**src/charger_pkg.sv**
```systemverilog
// Shared constants and state encoding for the charger control logic.
// Assumes a single 200 MHz core clock; analog comparator results arrive as logic levels.
package charger_pkg;
    localparam int CLK_MHZ = 200;
    // Base tick of the safety timer clock, in microseconds
    localparam int TICK_US = 1000;
    localparam int TICK_CYCLES = TICK_US * CLK_MHZ;
    // Pre-charge timeout as a multiple of the programmed charge timeout
    localparam int PCHG_MULT = 1;
    localparam int TIMEOUT_W = 24;
    localparam logic [23:0] CHG_TIMEOUT_TICKS = 24'h00_0E10;
    localparam logic [1:0] STAT_PRECHG = 2'h3;
    localparam logic [1:0] STAT_FAST = 2'h1;
    localparam logic [1:0] STAT_DONE = 2'h2;
    localparam logic [1:0] STAT_OFF = 2'h0;

    typedef enum logic [4:0] {
        ST_STANDBY = 5'h01,
        ST_BEGIN = 5'h02,
        ST_CHARGING = 5'h04,
        ST_SUSPEND = 5'h08,
        ST_FAULT = 5'h10
    } mode_e;
endpackage

```
**src/tick_if.sv**
```systemverilog
// Carries the safety timer count enable, hold, clear and expiry flag between the top and the timer module.
// Assumes one clock domain.
`timescale 1ns/1ps
`default_nettype none
interface tick_if;
    logic count_en;
    logic hold;
    logic clear;
    logic expired;
    modport ctrl (output count_en, output hold, output clear, input expired);
    modport timer (input count_en, input hold, input clear, output expired);
endinterface
`default_nettype wire

```
**src/precharge_timer.sv**
```systemverilog
// Pre-charge safety timer: tick divider and timeout counter.
// Assumes clear has priority over counting and hold freezes both counters.
`timescale 1ns/1ps
`default_nettype none
module precharge_timer #(
    parameter int TICK_CYCLES = charger_pkg::TICK_CYCLES,
    parameter int TIMEOUT_W = charger_pkg::TIMEOUT_W
) (
    input wire logic core_clk_i,
    input wire logic rstn_i,
    input wire logic [TIMEOUT_W-1:0] limit_i,
    tick_if.timer tk
);
    logic [31:0] div;
    logic tick;
    logic [TIMEOUT_W-1:0] count;

    assign tick = (div == 32'(TICK_CYCLES - 1));

    always_ff @(posedge core_clk_i or negedge rstn_i) begin
        if (!rstn_i) begin
            div <= '0;
        end else if (tk.clear) begin
            div <= '0;
        end else if (tk.count_en && !tk.hold) begin
            div <= tick ? '0 : div + 32'h0000_0001;
        end
    end

    always_ff @(posedge core_clk_i or negedge rstn_i) begin
        if (!rstn_i) begin
            count <= '0;
        end else if (tk.clear) begin
            count <= '0;
        end else if (tk.count_en && !tk.hold && tick && !tk.expired) begin
            count <= count + 1'b1;
        end
    end

    assign tk.expired = (count >= limit_i) && (limit_i != '0);
endmodule
`default_nettype wire

```
**src/charger_ctrl.sv**
```systemverilog
// Charger control logic: qualification, status encoding, pre-charge timer and fault latch.
// Assumes comparator results and host pins are synchronous to core_clk_i.
//
// Summary of operation
// - Temperature out of window suspends, timers held
// - Temperature back in window resumes charging
// - Power good low only without overvoltage
// - Overvoltage turns charger off, standby mode
// - Overvoltage not latched, recovers automatically
// - Status pins encode charge state
// - Termination disabled never reports done
// - Fast current above threshold, precharge below
// - Voltage regulation at regulation voltage
// - Pre-charge timer runs only during preconditioning
// - Timer counts, holds or resets by mode
// - Timeout below threshold sets fault, charger off
// - Fault with power below threshold: recovery current
// - Output above threshold clears fault latch
// - Enable rise, overvoltage, power loss clear fault
`timescale 1ns/1ps
`default_nettype none
module charger_ctrl #(
    parameter int TICK_CYCLES = charger_pkg::TICK_CYCLES,
    parameter int PCHG_MULT = charger_pkg::PCHG_MULT
) (
    input wire logic core_clk_i,
    input wire logic rstn_i,
    input wire logic charge_enable_n_i,
    input wire logic input_detect_i,
    input wire logic input_overvoltage_i,
    input wire logic pack_temp_sense_ok_i,
    input wire logic below_precharge_threshold_i,
    input wire logic at_regulation_voltage_i,
    input wire logic timer_program_open_i,
    input wire logic finish_allow_n_i,
    input wire logic termination_done_i,
    input wire logic battery_absent_i,
    input wire logic battery_short_i,
    input wire logic [charger_pkg::TIMEOUT_W-1:0] charge_timeout_i,
    output logic power_stage_on_o,
    output logic fast_current_sel_o,
    output logic precharge_current_sel_o,
    output logic voltage_regulation_o,
    output logic recovery_current_o,
    output logic precharge_fault_o,
    output logic power_good_n_o,
    output logic power_good_n_oe_o,
    output logic status_a_o,
    output logic status_a_oe_o,
    output logic status_b_o,
    output logic status_b_oe_o
);
    logic ce_n;
    logic in_det;
    logic input_overvoltage;
    logic temp_ok;
    logic below;
    logic at_reg;
    logic tmr_open;
    logic term_off_n;
    logic done_in;
    logic bat_absent;
    logic bat_short;
    logic ce_n_prev;
    logic fault;
    logic next_fault;
    logic [charger_pkg::TIMEOUT_W-1:0] limit;
    charger_pkg::mode_e mode;
    charger_pkg::mode_e next_mode;
    logic [1:0] stat;
    logic term_disabled;
    logic power_ok;
    tick_if tk();

    // Single-bit inputs registered once into one consistent snapshot; charge_timeout_i sets the timer limit unregistered
    always_ff @(posedge core_clk_i or negedge rstn_i) begin
        if (!rstn_i) begin
            ce_n <= 1'b1;
            in_det <= 1'b0;
            input_overvoltage <= 1'b0;
            temp_ok <= 1'b0;
            below <= 1'b1;
            at_reg <= 1'b0;
            tmr_open <= 1'b0;
            term_off_n <= 1'b1;
            done_in <= 1'b0;
            bat_absent <= 1'b0;
            bat_short <= 1'b0;
        end else begin
            ce_n <= charge_enable_n_i;
            in_det <= input_detect_i;
            input_overvoltage <= input_overvoltage_i;
            temp_ok <= pack_temp_sense_ok_i;
            below <= below_precharge_threshold_i;
            at_reg <= at_regulation_voltage_i;
            tmr_open <= timer_program_open_i;
            term_off_n <= finish_allow_n_i;
            done_in <= termination_done_i;
            bat_absent <= battery_absent_i;
            bat_short <= battery_short_i;
        end
    end

    always_ff @(posedge core_clk_i or negedge rstn_i) begin
        if (!rstn_i) begin
            ce_n_prev <= 1'b1;
        end else begin
            ce_n_prev <= ce_n;
        end
    end

    assign power_ok = in_det && !input_overvoltage;
    assign term_disabled = tmr_open || term_off_n;

    always_comb begin
        next_mode = mode;
        case (mode)
            charger_pkg::ST_STANDBY: begin
                if (power_ok && !ce_n) begin
                    next_mode = charger_pkg::ST_BEGIN;
                end
            end
            charger_pkg::ST_BEGIN: begin
                next_mode = charger_pkg::ST_CHARGING;
            end
            charger_pkg::ST_CHARGING: begin
                if (fault || tk.expired && below) begin
                    next_mode = charger_pkg::ST_FAULT;
                end else if (!temp_ok) begin
                    next_mode = charger_pkg::ST_SUSPEND;
                end
            end
            charger_pkg::ST_SUSPEND: begin
                if (temp_ok) begin
                    next_mode = charger_pkg::ST_CHARGING;
                end
            end
            charger_pkg::ST_FAULT: begin
                if (!fault) begin
                    next_mode = charger_pkg::ST_BEGIN;
                end
            end
            default: begin
                next_mode = charger_pkg::ST_STANDBY;
            end
        endcase
        // Enable high, power loss or overvoltage force standby from anywhere
        if (ce_n || !power_ok) begin
            next_mode = charger_pkg::ST_STANDBY;
        end
    end

    always_ff @(posedge core_clk_i or negedge rstn_i) begin
        if (!rstn_i) begin
            mode <= charger_pkg::ST_STANDBY;
        end else begin
            mode <= next_mode;
        end
    end

    // Timer control: count only while precharging with a programmed timer
    assign tk.clear = (mode == charger_pkg::ST_STANDBY) || (mode == charger_pkg::ST_BEGIN)
        || !below || tmr_open;
    assign tk.count_en = (mode == charger_pkg::ST_CHARGING) && below && !tmr_open;
    assign tk.hold = (mode == charger_pkg::ST_SUSPEND) && below;

    // Pre-charge timeout is a fixed multiple of the charge timeout
    assign limit = charger_pkg::TIMEOUT_W'(charge_timeout_i * PCHG_MULT);

    precharge_timer #(
        .TICK_CYCLES(TICK_CYCLES),
        .TIMEOUT_W(charger_pkg::TIMEOUT_W)
    ) u_timer (
        .core_clk_i(core_clk_i),
        .rstn_i(rstn_i),
        .limit_i(limit),
        .tk(tk)
    );

    // Setting wins over clearing so a timeout coinciding with a clear is kept
    always_comb begin
        next_fault = fault;
        if ((ce_n && !ce_n_prev) || input_overvoltage || !in_det || tmr_open || !below) begin
            next_fault = 1'b0;
        end
        if (tk.count_en && tk.expired && below) begin
            next_fault = 1'b1;
        end
    end

    always_ff @(posedge core_clk_i or negedge rstn_i) begin
        if (!rstn_i) begin
            fault <= 1'b0;
        end else begin
            fault <= next_fault;
        end
    end

    always_comb begin
        stat = charger_pkg::STAT_OFF;
        if (mode == charger_pkg::ST_CHARGING && !bat_absent && !bat_short) begin
            if (done_in && !term_disabled) begin
                stat = charger_pkg::STAT_DONE;
            end else if (below) begin
                stat = charger_pkg::STAT_PRECHG;
            end else begin
                stat = charger_pkg::STAT_FAST;
            end
        end
        if (fault) begin
            stat = charger_pkg::STAT_OFF;
        end
    end

    always_ff @(posedge core_clk_i or negedge rstn_i) begin
        if (!rstn_i) begin
            power_stage_on_o <= 1'b0;
            fast_current_sel_o <= 1'b0;
            precharge_current_sel_o <= 1'b0;
            voltage_regulation_o <= 1'b0;
            recovery_current_o <= 1'b0;
            precharge_fault_o <= 1'b0;
            power_good_n_oe_o <= 1'b0;
            status_a_oe_o <= 1'b0;
            status_b_oe_o <= 1'b0;
        end else begin
            power_stage_on_o <= (mode == charger_pkg::ST_CHARGING) && !fault
                && !(done_in && !term_disabled);
            fast_current_sel_o <= (mode == charger_pkg::ST_CHARGING) && !below;
            precharge_current_sel_o <= (mode == charger_pkg::ST_CHARGING) && below;
            voltage_regulation_o <= (mode == charger_pkg::ST_CHARGING) && at_reg;
            recovery_current_o <= fault && in_det && below;
            precharge_fault_o <= fault;
            power_good_n_oe_o <= power_ok;
            status_a_oe_o <= stat[0];
            status_b_oe_o <= stat[1];
        end
    end

    // Open-collector pins only ever pull low
    assign power_good_n_o = 1'b0;
    assign status_a_o = 1'b0;
    assign status_b_o = 1'b0;
endmodule
`default_nettype wire

```
**config.mk**
```make
export PLATFORM = sky130hd
export DESIGN_NAME = charger_ctrl
export DESIGN_NICKNAME = d
export VERILOG_FILES = /design/src/charger_pkg.sv /design/src/tick_if.sv /design/src/precharge_timer.sv /design/src/charger_ctrl.sv
export SDC_FILE = /design/constraint.sdc
export NUM_CORES = 1
export LEC_CHECK = 0
export BUFFER_PORTS_ARGS = -buffer_cell sky130_fd_sc_hd__buf_2
export CAP_MARGIN = 20
export CORE_AREA = 2 2 125 78
export DETAILED_ROUTE_END_ITERATION = 6
export DIE_AREA = 0 0 127 80
export MAX_ROUTING_LAYER = met4
export PLACE_DENSITY = 0.76
export SETUP_SLACK_MARGIN = 0.4
export SYNTH_ARGS = -nofsm -noshare
export SYNTH_HDL_FRONTEND = slang
export SYNTH_SLANG_ARGS = --single-unit
```
**constraint.sdc**
```tcl
create_clock -name core_clk_i -period 3.55 [get_ports core_clk_i]
set_input_delay 0.355 -clock core_clk_i [delete_from_list [all_inputs] [get_ports core_clk_i]]
set_output_delay 0.355 -clock core_clk_i [all_outputs]
set_load 0.05 [all_outputs]
```
Word-level counts from Yosys, hierarchy flattened

Index checks and enable logic that the tools add are counted.

Register bits after elaboration: 83
Input bits: 37
Output and inout bits: 12
Logic and storage cells: 107

Add/sub/neg operators: 2
Order comparisons: 1
Equality and inequality tests: 10
Multiplexer cells: 18
Reduce and logical (&&, ||, !) cells: 51

Operator list:

| kind                                                                     | number |
|---|---|
| 32-bit two-way mux                                                       | 3 |
| 24-bit two-way mux                                                       | 2 |
| 32-bit by 1-bit adder with 32-bit output (second input constant)         | 1 |
| 32-bit by 18-bit equality test with 1-bit output (second input constant) | 1 |
| 5-bit two-way mux                                                        | 6 |
| 5-bit case mux with 5 select lines                                       | 1 |
| 24-bit by 1-bit adder with 24-bit output (second input constant)         | 1 |
| 24-bit greater-or-equal comparator                                       | 1 |
| 24-bit nonzero test                                                      | 1 |
| 1-bit logical AND                                                        | 22 |
| 1-bit zero test                                                          | 14 |
| 1-bit logical OR                                                         | 10 |
| 3-bit != test (second input constant)                                    | 3 |
| 2-bit two-way mux                                                        | 4 |
| 2-bit nonzero test                                                       | 3 |
| 5-bit by 1-bit equality test with 1-bit output (second input constant)   | 1 |
| 5-bit by 2-bit equality test with 1-bit output (second input constant)   | 1 |
| 5-bit by 3-bit equality test with 1-bit output (second input constant)   | 1 |
| 5-bit by 4-bit equality test with 1-bit output (second input constant)   | 1 |
| 5-bit equality test (second input constant)                              | 1 |
| 4-bit != test (second input constant)                                    | 1 |
| 4-bit AND reduction                                                      | 1 |
| 1-bit two-way mux                                                        | 2 |

Logic depth before layout (Yosys ltp)

Gate-level depths: netlist of the first run.

Depth after elaboration: 8
Mapped depth: 9
Depth with buffers taken out: 8

Hierarchy

From an unflattened synthesis of the first run, not the netlist that was laid out.

Cells, all modules: 528
Area, all modules: 4,834.6 um^2

By module, submodules not included:

| module          | times used | cells an instance | area an instance (um^2) | sequential area each (um^2) |
|---|---|---|---|---|
| precharge_timer | 1          | 443               | 3,782.4                 | 1,401.3 |
| charger_ctrl    | 1          | 85                | 1,052.3                 | 681.9 |

Worst setup path after synthesis of the first run

No wires, ideal clock.

Kind: register to register
Start: register mode[4]
End: register u_timer.count[9]
Setup time: 79 ps
Arrival time: 2,653 ps
Path slack: 817 ps
Cell stages (with the launch flop): 8
Clock period less this slack: 2,733 ps
Cell sequence: dfrtp_1 > buf_6 > or4b_4 > or4_4 > nor4_4 > inv_2 > a2111oi_2 > mux2i_1

Cells in the longest elaborated chain, start to end: 7

Ends and longest elaborated chain:

| item                                                                                                             | line                                       | RTL |
|---|---|---|
| start: declaration                                                                                               | charger_ctrl.sv:68                         | `charger_pkg::mode_e mode;` |
| start signal: assignment                                                                                         | charger_ctrl.sv:155                        | `mode <= charger_pkg::ST_STANDBY;` |
| start signal: assignment                                                                                         | charger_ctrl.sv:157                        | `mode <= next_mode;` |
| 5-bit by 3-bit equality test with 1-bit output or 5-bit by 4-bit equality test with 1-bit output (tied branches) | charger_ctrl.sv:164, charger_ctrl.sv:165   |  |
| 1-bit logical AND (on tied branches)                                                                             | charger_ctrl.sv:164, charger_ctrl.sv:165   |  |
| 1-bit logical AND or 1-bit zero test (tied branches)                                                             | charger_ctrl.sv:164, precharge_timer.sv:35 |  |
| 1-bit logical AND (3 in series)                                                                                  | precharge_timer.sv:35                      | `end else if (tk.count_en && !tk.hold && tick && !tk.expired) begin` |
| 2-bit nonzero test (no source line)                                                                              | --                                         |  |
| end signal: assignment                                                                                           | precharge_timer.sv:36                      | `count <= count + 1'b1;` |
| end: declaration                                                                                                 | precharge_timer.sv:16                      | `logic [TIMEOUT_W-1:0] count;` |

Several ways; a longest one is shown, not always the timed one.
A chain may end at the register's enable or synchronous reset.

Worst setup path in the final report of the first run

Ends and elaborated chain as after synthesis.

==> flow_summary.yaml, run 1 <==
logic_synthesis:
  yosys_most_used_dff: "dfrtp_1"
  netlist_top_cells_area: "dfrtp_1 (39%), ha_1 (6.4%), nand2_1 (4.4%), a21oi_1 (3.9%), nand4_1 (3.6%)"
  synth_edf_count: 0
  ys_ff_latch: 83
  synthArstFlopShare: 1.00
  yosysSeqAreaShare: 0.412
  syn_avg_cell_area_um2: 8.87
  yosys_warnings: 0
  synth_top_area_frac: 0.386
  synth.largest_area_cell: "dfrtp_1"
  syn_area_um2: 5060
  ys_types: 59
  syn_inst: 570
layout:
  stdcell_area_um2: 5720
  reg_top3: "u_timer.div x32, u_timer.count x24, mode x5"
  layout.nets: 673
  fillers: 738
  multiInputGateArea_um2: 2710
  largest-register: "u_timer.div"
  drive_gt1_frac: 0.141
  area_delta_synth_final_pct: 13.1
  layout_commonest_cell: "dfrtp_1"
  largest_reg_flops: 32
  seq_area_um2: 2080
  diodes: 0
  mostFrequentLayoutCells: "dfrtp_1 (78), nand2_1 (59), buf_2 (44), a21oi_1 (39)"
critical_path:
  path_max_fanout: 19
  path_class: "reg -> reg"
  r2r_start: "mode[4]"
  path_cells: "or4b_4, or4_4, nor4_4, buf_4, inv_2, a2111oi_2, mux2i_1"
  cp_slowest_cell: "or4b_4"
  crit_path_start: "mode[4]"
  crit_path_end_kind: "register"
  worstReg2RegEnd: "u_timer.count[9]"
  cp_slowest_stage_delay_ns: 0.59
  r2r_slack_ns: 0.60
  worstPathArrival_ns: 3.21
  crit_path_start_kind: "register"
  reg2reg_depth: 7
  required_ns: 3.81
global_route:
  grt_max_degree: 84
  grt_overflow: 0
  antenna_found_initial: 0
  grt_use_total: 0.266
  grt_pass1_wl_um: 20900
  grt_pass1_vias: 4192
worst_hold_path:
  hold-path-cell-count: 1
  worstHoldStart: "below_precharge_threshold_i"
  hold_end: "below"
  min_path_type: "in -> reg"
power_and_ir_drop:
  power_uw: 2020
  peakVddDrop_mv: 0.272
  power_density_nw_per_um2: 352
  p_leak_uw: 0.00242
routing:
  num_vias: 4456
  wl_um: 12000
  wire_per_inst_um: 16.4
  ant_nets: 0
  drtIter0Drc: 410
  first_pass_iters: 5
  drc: 0
  via_per_inst: 6.10
clock_tree:
  clockRootBuffer: "clkbuf_16"
  cts-buffers-inserted: 9
  cts.clk_slew.worst_paths_ns: 0.06
  cts_buffer_depth: 2
  cts_setup_buffers: 0
  cts_sinks: 83
  insertion_delay_ns: 0.34
  h-tree-depth: 3
  cts_tree: "yes"
  cts_resized: 0
floorplan:
  core-area_um2: 8990
  die_x_um: 127
  pin_count: 49
  dieArea_um2: 10200
  start_util: 0.563
  die_y_um: 80
  rows: 27
sta:
  worst_slew_pin_slew_ns: 0.789
  max_freq_mhz: 339
  finClkSkew_ns: 0.00628
  finalCriticalPeriod_ns: 2.95
  rsz0062_at_grt: "no"
  slew_headroom: 0.470
  timing.final.crit_share: 0.832
  slew_viol_final: 0
  hold_ws_ns: 0.103
  setup_viol: 0
  tns_ns: 0
  hold_viol_final: 0
placed_design:
  io_buffer_count: 45
  place.gp.congestion: 0.954
  place_area_um2: 5380
  place_hpwl_um: 8590
job:
  drv_cap: 0
run_status:
  status: "completed"
## cell usage after synthesis (all sizes together), types with 3 or more instances
cell	number
or4	6
nor2b	7
ha	26
xor2	9
nand2b	18
dfrtp	78
nor3	8
a31oi	4
a211oi	6
clkbuf	19
a2111o	9
buf	10
and3	11
or3	4
nand2	59
dfstp	5
o31ai	3
nand3	24
xnor2	10
o21ai	27
inv	39
and2	3
nand4	29
nand3b	3
nor4	25
a21o	3
o211ai	4
nor2	38
mux2i	15
nor4b	3
a21oi	39
## worst max-delay path, delay by kind of cell (launching register included)
kind	cells	cell delay, ns
AOI/OAI and AO/OA	1	0.35
buffers and inverters	2	0.37
DFF	1	0.50
muxes	1	0.25
and+or+nand+nor	3	1.38
## what timing repair did
item / in CTS / in global routing
hold endpoints to repair: 0 / 25
setup endpoints to repair: 0 / 0
hold buffers: 0 / 1
## kinds of logic after synthesis
family	synth area share
multiplexers	0.0297
flip-flops	0.412
adder cells (fa/ha/maj)	0.0643
XOR/XNOR	0.0329
AO/OA/AOI/OAI	0.145
buffers and inverters	0.0561
AND/OR/NAND/NOR	0.259
other	0.000741
## worst max path at each step
stage / to / slack (ns) / depth (start not counted)
CTS: u_timer.count[9] / 0.60 / 7
finish: u_timer.count[9] / 0.60 / 7
floorplan: u_timer.count[9] / 0.82 / 7
global placement: u_timer.count[9] / 0.73 / 7
detailed placement: u_timer.count[9] / 0.62 / 7
global route: u_timer.count[9] / 0.42 / 7
## layer usage
| layer | wire [µm] | up-vias | part of all wire | GRT usage |
|---|---|---|---|---|
| met5 | 0 | - | 0 | - |
| met4 | 127 | 0 | 0.011 | 0.0604 |
| met3 | 737 | 16 | 0.061 | 0.0617 |
| met2 | 5140 | 156 | 0.43 | 0.375 |
| met1 | 6010 | 2137 | 0.50 | 0.391 |
| li1 | - | 2147 | - | - |
## area by class of cell
cell class,count,share of cell area
clock buffer,11,0.0424
clock inverter,5,0.0107
inverter,39,0.0256
multi-input combinational,421,0.473
sequential,83,0.364
tap,116,0.0254
timing repair buffer,56,0.0582
## where the power goes
group          switching (µW)  total [µW]  internal (µW)  leakage, µW
clock                     379         945            566     0.000138
sequential               6.57         963            957      0.00112
combinational            69.4         107           37.5      0.00116
total                     455        2020           1560      0.00242
## stage by stage
stage / util / cells / setup slack [ns]
2_1_floorplan: - / 572 / 0.817
3_3_place_gp: 0.598 / 713 / 0.731
3_5_place_dp: 0.598 / 713 / 0.617
4_1_cts: 0.632 / 729 / 0.603
5_1_grt: 0.636 / 731 / 0.424
6_report: 0.636 / 731 / 0.596
No activity file was read; power rests on OpenSTA's default activity.
==> run 2, diff against run 1 <==
Clock period 3.55 ns to 3.1 ns, I/O delays scaled along.
==> flow_summary.yaml, run 2 (same netlist as run 1, synthesis figures left out) <==
run_status:
  status: "completed"
sta:
  timing.final.crit_share: 0.837
  setup_viol: 0
  max_freq_mhz: 385
  hold_viol_final: 0
  rsz0062_at_grt: "yes"
  slew_headroom: 0.426
  tns_ns: 0
  fin_ws_ns: 0.504
  worst_slew_pin_slew_ns: 0.855
  slew_viol_final: 0
  finalCriticalPeriod_ns: 2.60
  finClkSkew_ns: 0.00868
critical_path:
  cp_slowest_stage_delay_ns: 0.54
  path_cells: "or4b_4, or4_4, nor4_4, buf_6, nand4_1, a2111o_1, o21ai_0"
  worstReg2RegEnd: "u_timer.count[6]"
  path_class: "reg -> reg"
  worstPathArrival_ns: 2.86
  path_max_fanout: 12
  r2r_start: "mode[1]"
  crit_path_start_kind: "register"
  cp_slowest_cell: "or4b_4"
  cp_top_family: "simple AND/OR/NAND/NOR gates"
  reg2reg_depth: 7
  required_ns: 3.36
  crit_path_end_kind: "register"
  r2r_slack_ns: 0.50
  crit_buf_inv: 1
power_and_ir_drop:
  p_leak_uw: 0.00246
  power_density_nw_per_um2: 396
  peakVddDrop_mv: 0.331
  power_uw: 2310
global_route:
  grt_pass1_wl_um: 21200
  grt_pass1_vias: 4301
  antenna_found_initial: 0
  grt_use_total: 0.269
  grt_overflow: 0
  grt_max_degree: 84
floorplan:
  core-area_um2: 8990
  die_y_um: 80
  start_util: 0.563
  dieArea_um2: 10200
  pin_count: 49
  rows: 27
  die_x_um: 127
clock_tree:
  cts-buffers-inserted: 9
  clockRootBuffer: "clkbuf_16"
  cts.clk_slew.worst_paths_ns: 0.06
  h-tree-depth: 3
  cts_buffer_depth: 2
  insertion_delay_ns: 0.34
  cts_tree: "yes"
  cts_sinks: 83
worst_hold_path:
  hold-path-cell-count: 1
  min_path_type: "in -> reg"
  hold_end: "ce_n"
  worstHoldStart: "charge_enable_n_i"
placed_design:
  place.gp.congestion: 0.927
  place_inst: 718
  place_hpwl_um: 8660
  io_buffer_count: 45
  post-place-ws_ns: 0.419
  place_area_um2: 5430
routing:
  drtIter0Drc: 462
  num_vias: 4523
  first_pass_iters: 5
  drc: 0
  wire_per_inst_um: 16.7
  wl_um: 12300
  ant_nets: 0
  via_per_inst: 6.14
layout:
  layout.nets: 679
  layout_commonest_cell: "dfrtp_1"
  instances_no_fill: 737
  reg_top3: "u_timer.div x32, u_timer.count x24, mode x5"
  largest_reg_flops: 32
  drive_gt1_frac: 0.161
  area_delta_synth_final_pct: 15.2
  stdcell_area_um2: 5830
  largest-register: "u_timer.div"
  diodes: 0
  mostFrequentLayoutCells: "dfrtp_1 (76), nand2_1 (59), buf_2 (44), inv_1 (38), nor2_1 (38)"
job:
  drv_cap: 0
run 2: metrics by stage:
stage	hold slack, ns	utilization
floorplan	0.0144	-
global placement	0.365	0.604
detailed placement	0.368	0.604
CTS	0.0536	0.638
global route	0.0541	0.649
finish	0.0617	0.649
run 2: routing by layer:
layer	GRT usage	vias up	share of wire
met4	0.0725	0	0.016
li1	-	2167	-
met5	-	-	0
met1	0.388	2148	0.49
met2	0.383	178	0.43
met3	0.0590	30	0.068
run 2: layout make-up:
| class | count | area [µm²] |
|---|---|---|
| repair buffers | 62 | 407 |
| clock buffers | 10 | 229 |
| flip-flops and latches | 83 | 2090 |
| inverters | 39 | 146 |
| well taps | 116 | 145 |
| fillers | 731 | 3160 |
| multi-input cells | 421 | 2740 |
| clock inverters | 6 | 71.3 |
run 2: repair_timing:
item | CTS | global route
hold buffers | 0 | 1
gates cloned | 0 | 0
hold endpoints to repair | 0 | 21
pin swaps | 0 | 0
resized for setup | 1 | 8
setup buffers | 0 | 1
setup endpoints to repair | 1 | 16
run 2: how the worst max path moves through the flow:
stage / from / cells past startpoint / endpoint / slack (ns)
CTS: mode[1] / 7 / u_timer.count[9] / 0.44
floorplan: mode[4] / 7 / u_timer.count[9] / 0.48
finish: mode[1] / 7 / u_timer.count[6] / 0.50
detailed placement: mode[1] / 7 / u_timer.count[9] / 0.42
global route: mode[1] / 8 / u_timer.count[18] / 0.36
global placement: mode[1] / 7 / u_timer.count[9] / 0.48
run 2: where the power goes:
| part | switching (µW) | leakage [µW] | internal, µW |
|---|---|---|---|
| sequential | 7.06 | 0.00112 | 1100 |
| clock | 448 | 0.000140 | 631 |
| combinational | 80.4 | 0.00120 | 43.4 |
==> run 3, diff against run 2 <==
Settings changed: ABC_AREA set to 1, CORE_AREA 2 2 125 78 to 2 2 134 84, DIE_AREA 0 0 127 80 to 0 0 136 86.
Clock period 3.1 ns to 2.3 ns, I/O delays scaled along.
==> flow_summary.yaml, run 3 <==
clock_tree:
  h-tree-depth: 3
  cts_buffer_depth: 2
  insertion_delay_ns: 0.35
  cts-buffers-inserted: 9
  cts_sinks: 83
  cts_tree: "yes"
  cts.clk_slew.worst_paths_ns: 0.07
  clockRootBuffer: "clkbuf_16"
critical_path:
  crit_path_end_kind: "register"
  reg2reg_depth: 16
  crit_end: "mode[1]"
  r2r_start: "u_timer.count[21]"
  crit_path_start_kind: "register"
  worstReg2RegEnd: "mode[1]"
  cp_top_family: "simple AND/OR/NAND/NOR gates"
  path_max_fanout: 3
  cp.depth: 16
  cp_slowest_stage_delay_ns: 0.44
  crit_path_start: "u_timer.count[21]"
  crit_buf_inv: 3
  cp_common_cell: "nand2_1"
  required_ns: 2.54
  r2r_slack_ns: 0.14
  path_cells: "ha_4, buf_4, nand2_2, nand2_2, nand2_1, nand2_1, nand2_1, nand3_2, nor2_2, nand2_2, buf_4, buf_6, nand3_4, nand4_1, nand2_1, nor2_1"
  path_class: "reg -> reg"
  cp_slowest_cell: "dfrtp_1"
  worstPathArrival_ns: 2.40
logic_synthesis:
  synth_edf_count: 0
  netlist_top_cells_area: "dfrtp_1 (35%), nand2_1 (10%), inv_1 (7.1%), ha_1 (5.8%), nand4_1 (5.3%)"
  synthTopCellsByCount: "nand2_1 (157), inv_1 (107), dfrtp_1 (78)"
  syn_area_um2: 5630
  synth_top_area_frac: 0.347
  ys_ff_latch: 83
  syn_inst: 737
  synthArstFlopShare: 1.00
  synth_most_common_cell: "nand2_1"
  yosys_warnings: 0
  ys_types: 42
  yosys_most_used_dff: "dfrtp_1"
  yosysSeqAreaShare: 0.370
  synth.largest_area_cell: "dfrtp_1"
  syn_avg_cell_area_um2: 7.64
sta:
  slew_viol_final: 0
  tns_ns: 0
  timing.final.crit_share: 0.939
  finClkSkew_ns: 0.0102
  worst_slew_pin_slew_ns: 0.756
  rsz0062_at_grt: "yes"
  finalCriticalPeriod_ns: 2.16
  max_freq_mhz: 463
  setup_viol: 0
  slew_headroom: 0.492
  hold_viol_final: 0
layout:
  largest-register: "u_timer.div"
  drive_gt1_frac: 0.309
  reg_top3: "u_timer.div x32, u_timer.count x24, mode x5"
  layout.nets: 922
  stdcell_area_um2: 7620
  post-route-util: 0.734
  diodes: 0
  mostFrequentLayoutCells: "nand2_1 (140), inv_1 (105), dfrtp_1 (74), nor2_1 (58), buf_4 (50)"
  layout_commonest_cell: "nand2_1"
  area_delta_synth_final_pct: 35.4
  largest_reg_flops: 32
routing:
  first_pass_iters: 6
  drtIter0Drc: 758
  wire_per_inst_um: 19.1
  ant_nets: 0
  via_per_inst: 5.99
  wl_um: 19100
  num_vias: 6003
  drc: 0
job:
  drv_cap: 0
global_route:
  grt_overflow: 0
  antenna_found_initial: 0
  grt_use_total: 0.319
  grt_max_degree: 51
  grt_pass1_vias: 5596
  grt_pass1_wl_um: 28000
placed_design:
  place_hpwl_um: 11700
  io_buffer_count: 45
  place.gp.congestion: 1.01
  place_area_um2: 6100
floorplan:
  dieArea_um2: 11700
  pin_count: 49
  rows: 29
  core-area_um2: 10400
  die_y_um: 86
  start_util: 0.542
  die_x_um: 136
power_and_ir_drop:
  peakVddDrop_mv: 0.477
  p_leak_uw: 0.00363
  power_density_nw_per_um2: 429
worst_hold_path:
  worstHoldStart: "at_regulation_voltage_i"
  min_path_type: "in -> reg"
run_status:
  status: "completed"
## run 3: changes by cell type after synthesis, moves of 15 or more
cell	delta
a21oi_1	-22
clkbuf_1	-15
inv_1	+69
nand2_1	+98
nand2b_1	-18
nand3_1	+22
nand3_2	+21
nand4_1	+19
nor2_1	+30
nor3_1	+27
nor4_1	-15
xor2_1	+18
## run 3: worst min-delay path by stage
stage,to,slack (ns),cells after the start
after global placement,u_timer.count[6],0.24,1
after detailed placement,u_timer.count[1],0.24,1
after CTS,at_reg,0.003,1
final,at_reg,0.007,1
after global routing,at_reg,0.003,1
after floorplan,at_reg,-0.07,0
## run 3: final cells by class
type / instances / area, µm²
repair buffers: 123 / 1000
well taps: 139 / 174
multi-input cells: 526 / 3590
repair inverters: 1 / 16.3
clock inverters: 7 / 81.3
clock buffers: 9 / 225
flip-flops and latches: 83 / 2090
fillers: 713 / 2760
inverters: 115 / 444
## run 3: cells by family after synthesis
logic type | share of synthesized area
buffers and inverters | 0.101
other | 0.000666
muxes | 0.00178
xor gates and xnor gates | 0.0498
DFF | 0.370
AOI/OAI and AO/OA | 0.0458
and+or+nand+nor | 0.373
adders and majority gates | 0.0578
## run 3: repair_timing
action                                  CTS  global route
pin swaps                                21            43
gates cloned                              5             1
setup buffers                            24            19
hold buffers                             11             0
endpoints found under the setup margin   49            57
endpoints found under the hold margin    44             0
gates resized for setup                  37           100
## run 3: routing by layer
| metal | part of all wire | GRT usage |
|---|---|---|
| met5 | 0 | - |
| met4 | 0.022 | 0.0710 |
| met3 | 0.13 | 0.0981 |
| met2 | 0.44 | 0.454 |
| met1 | 0.41 | 0.448 |
## run 3: where the power goes
group | internal (µW) | leakage [µW] | switching, µW
logic | 88.3 | 0.00236 | 159
clock network | 864 | 0.000153 | 678
registers | 1480 | 0.00112 | 6.73
total | 2430 | 0.00363 | 844
## run 3: metrics by stage
step           hold WS (ns)  total power [µW]  worst slack, ns  cells
6_report            0.00693              3270            0.141   1003
5_1_grt             0.00323              3370            0.113   1003
3_5_place_dp          0.236              1690          0.00889    927
2_1_floorplan       -0.0656              1600            0.419    739
4_1_cts             0.00298              3230            0.275    983
3_3_place_gp          0.236              1680           0.0938    927
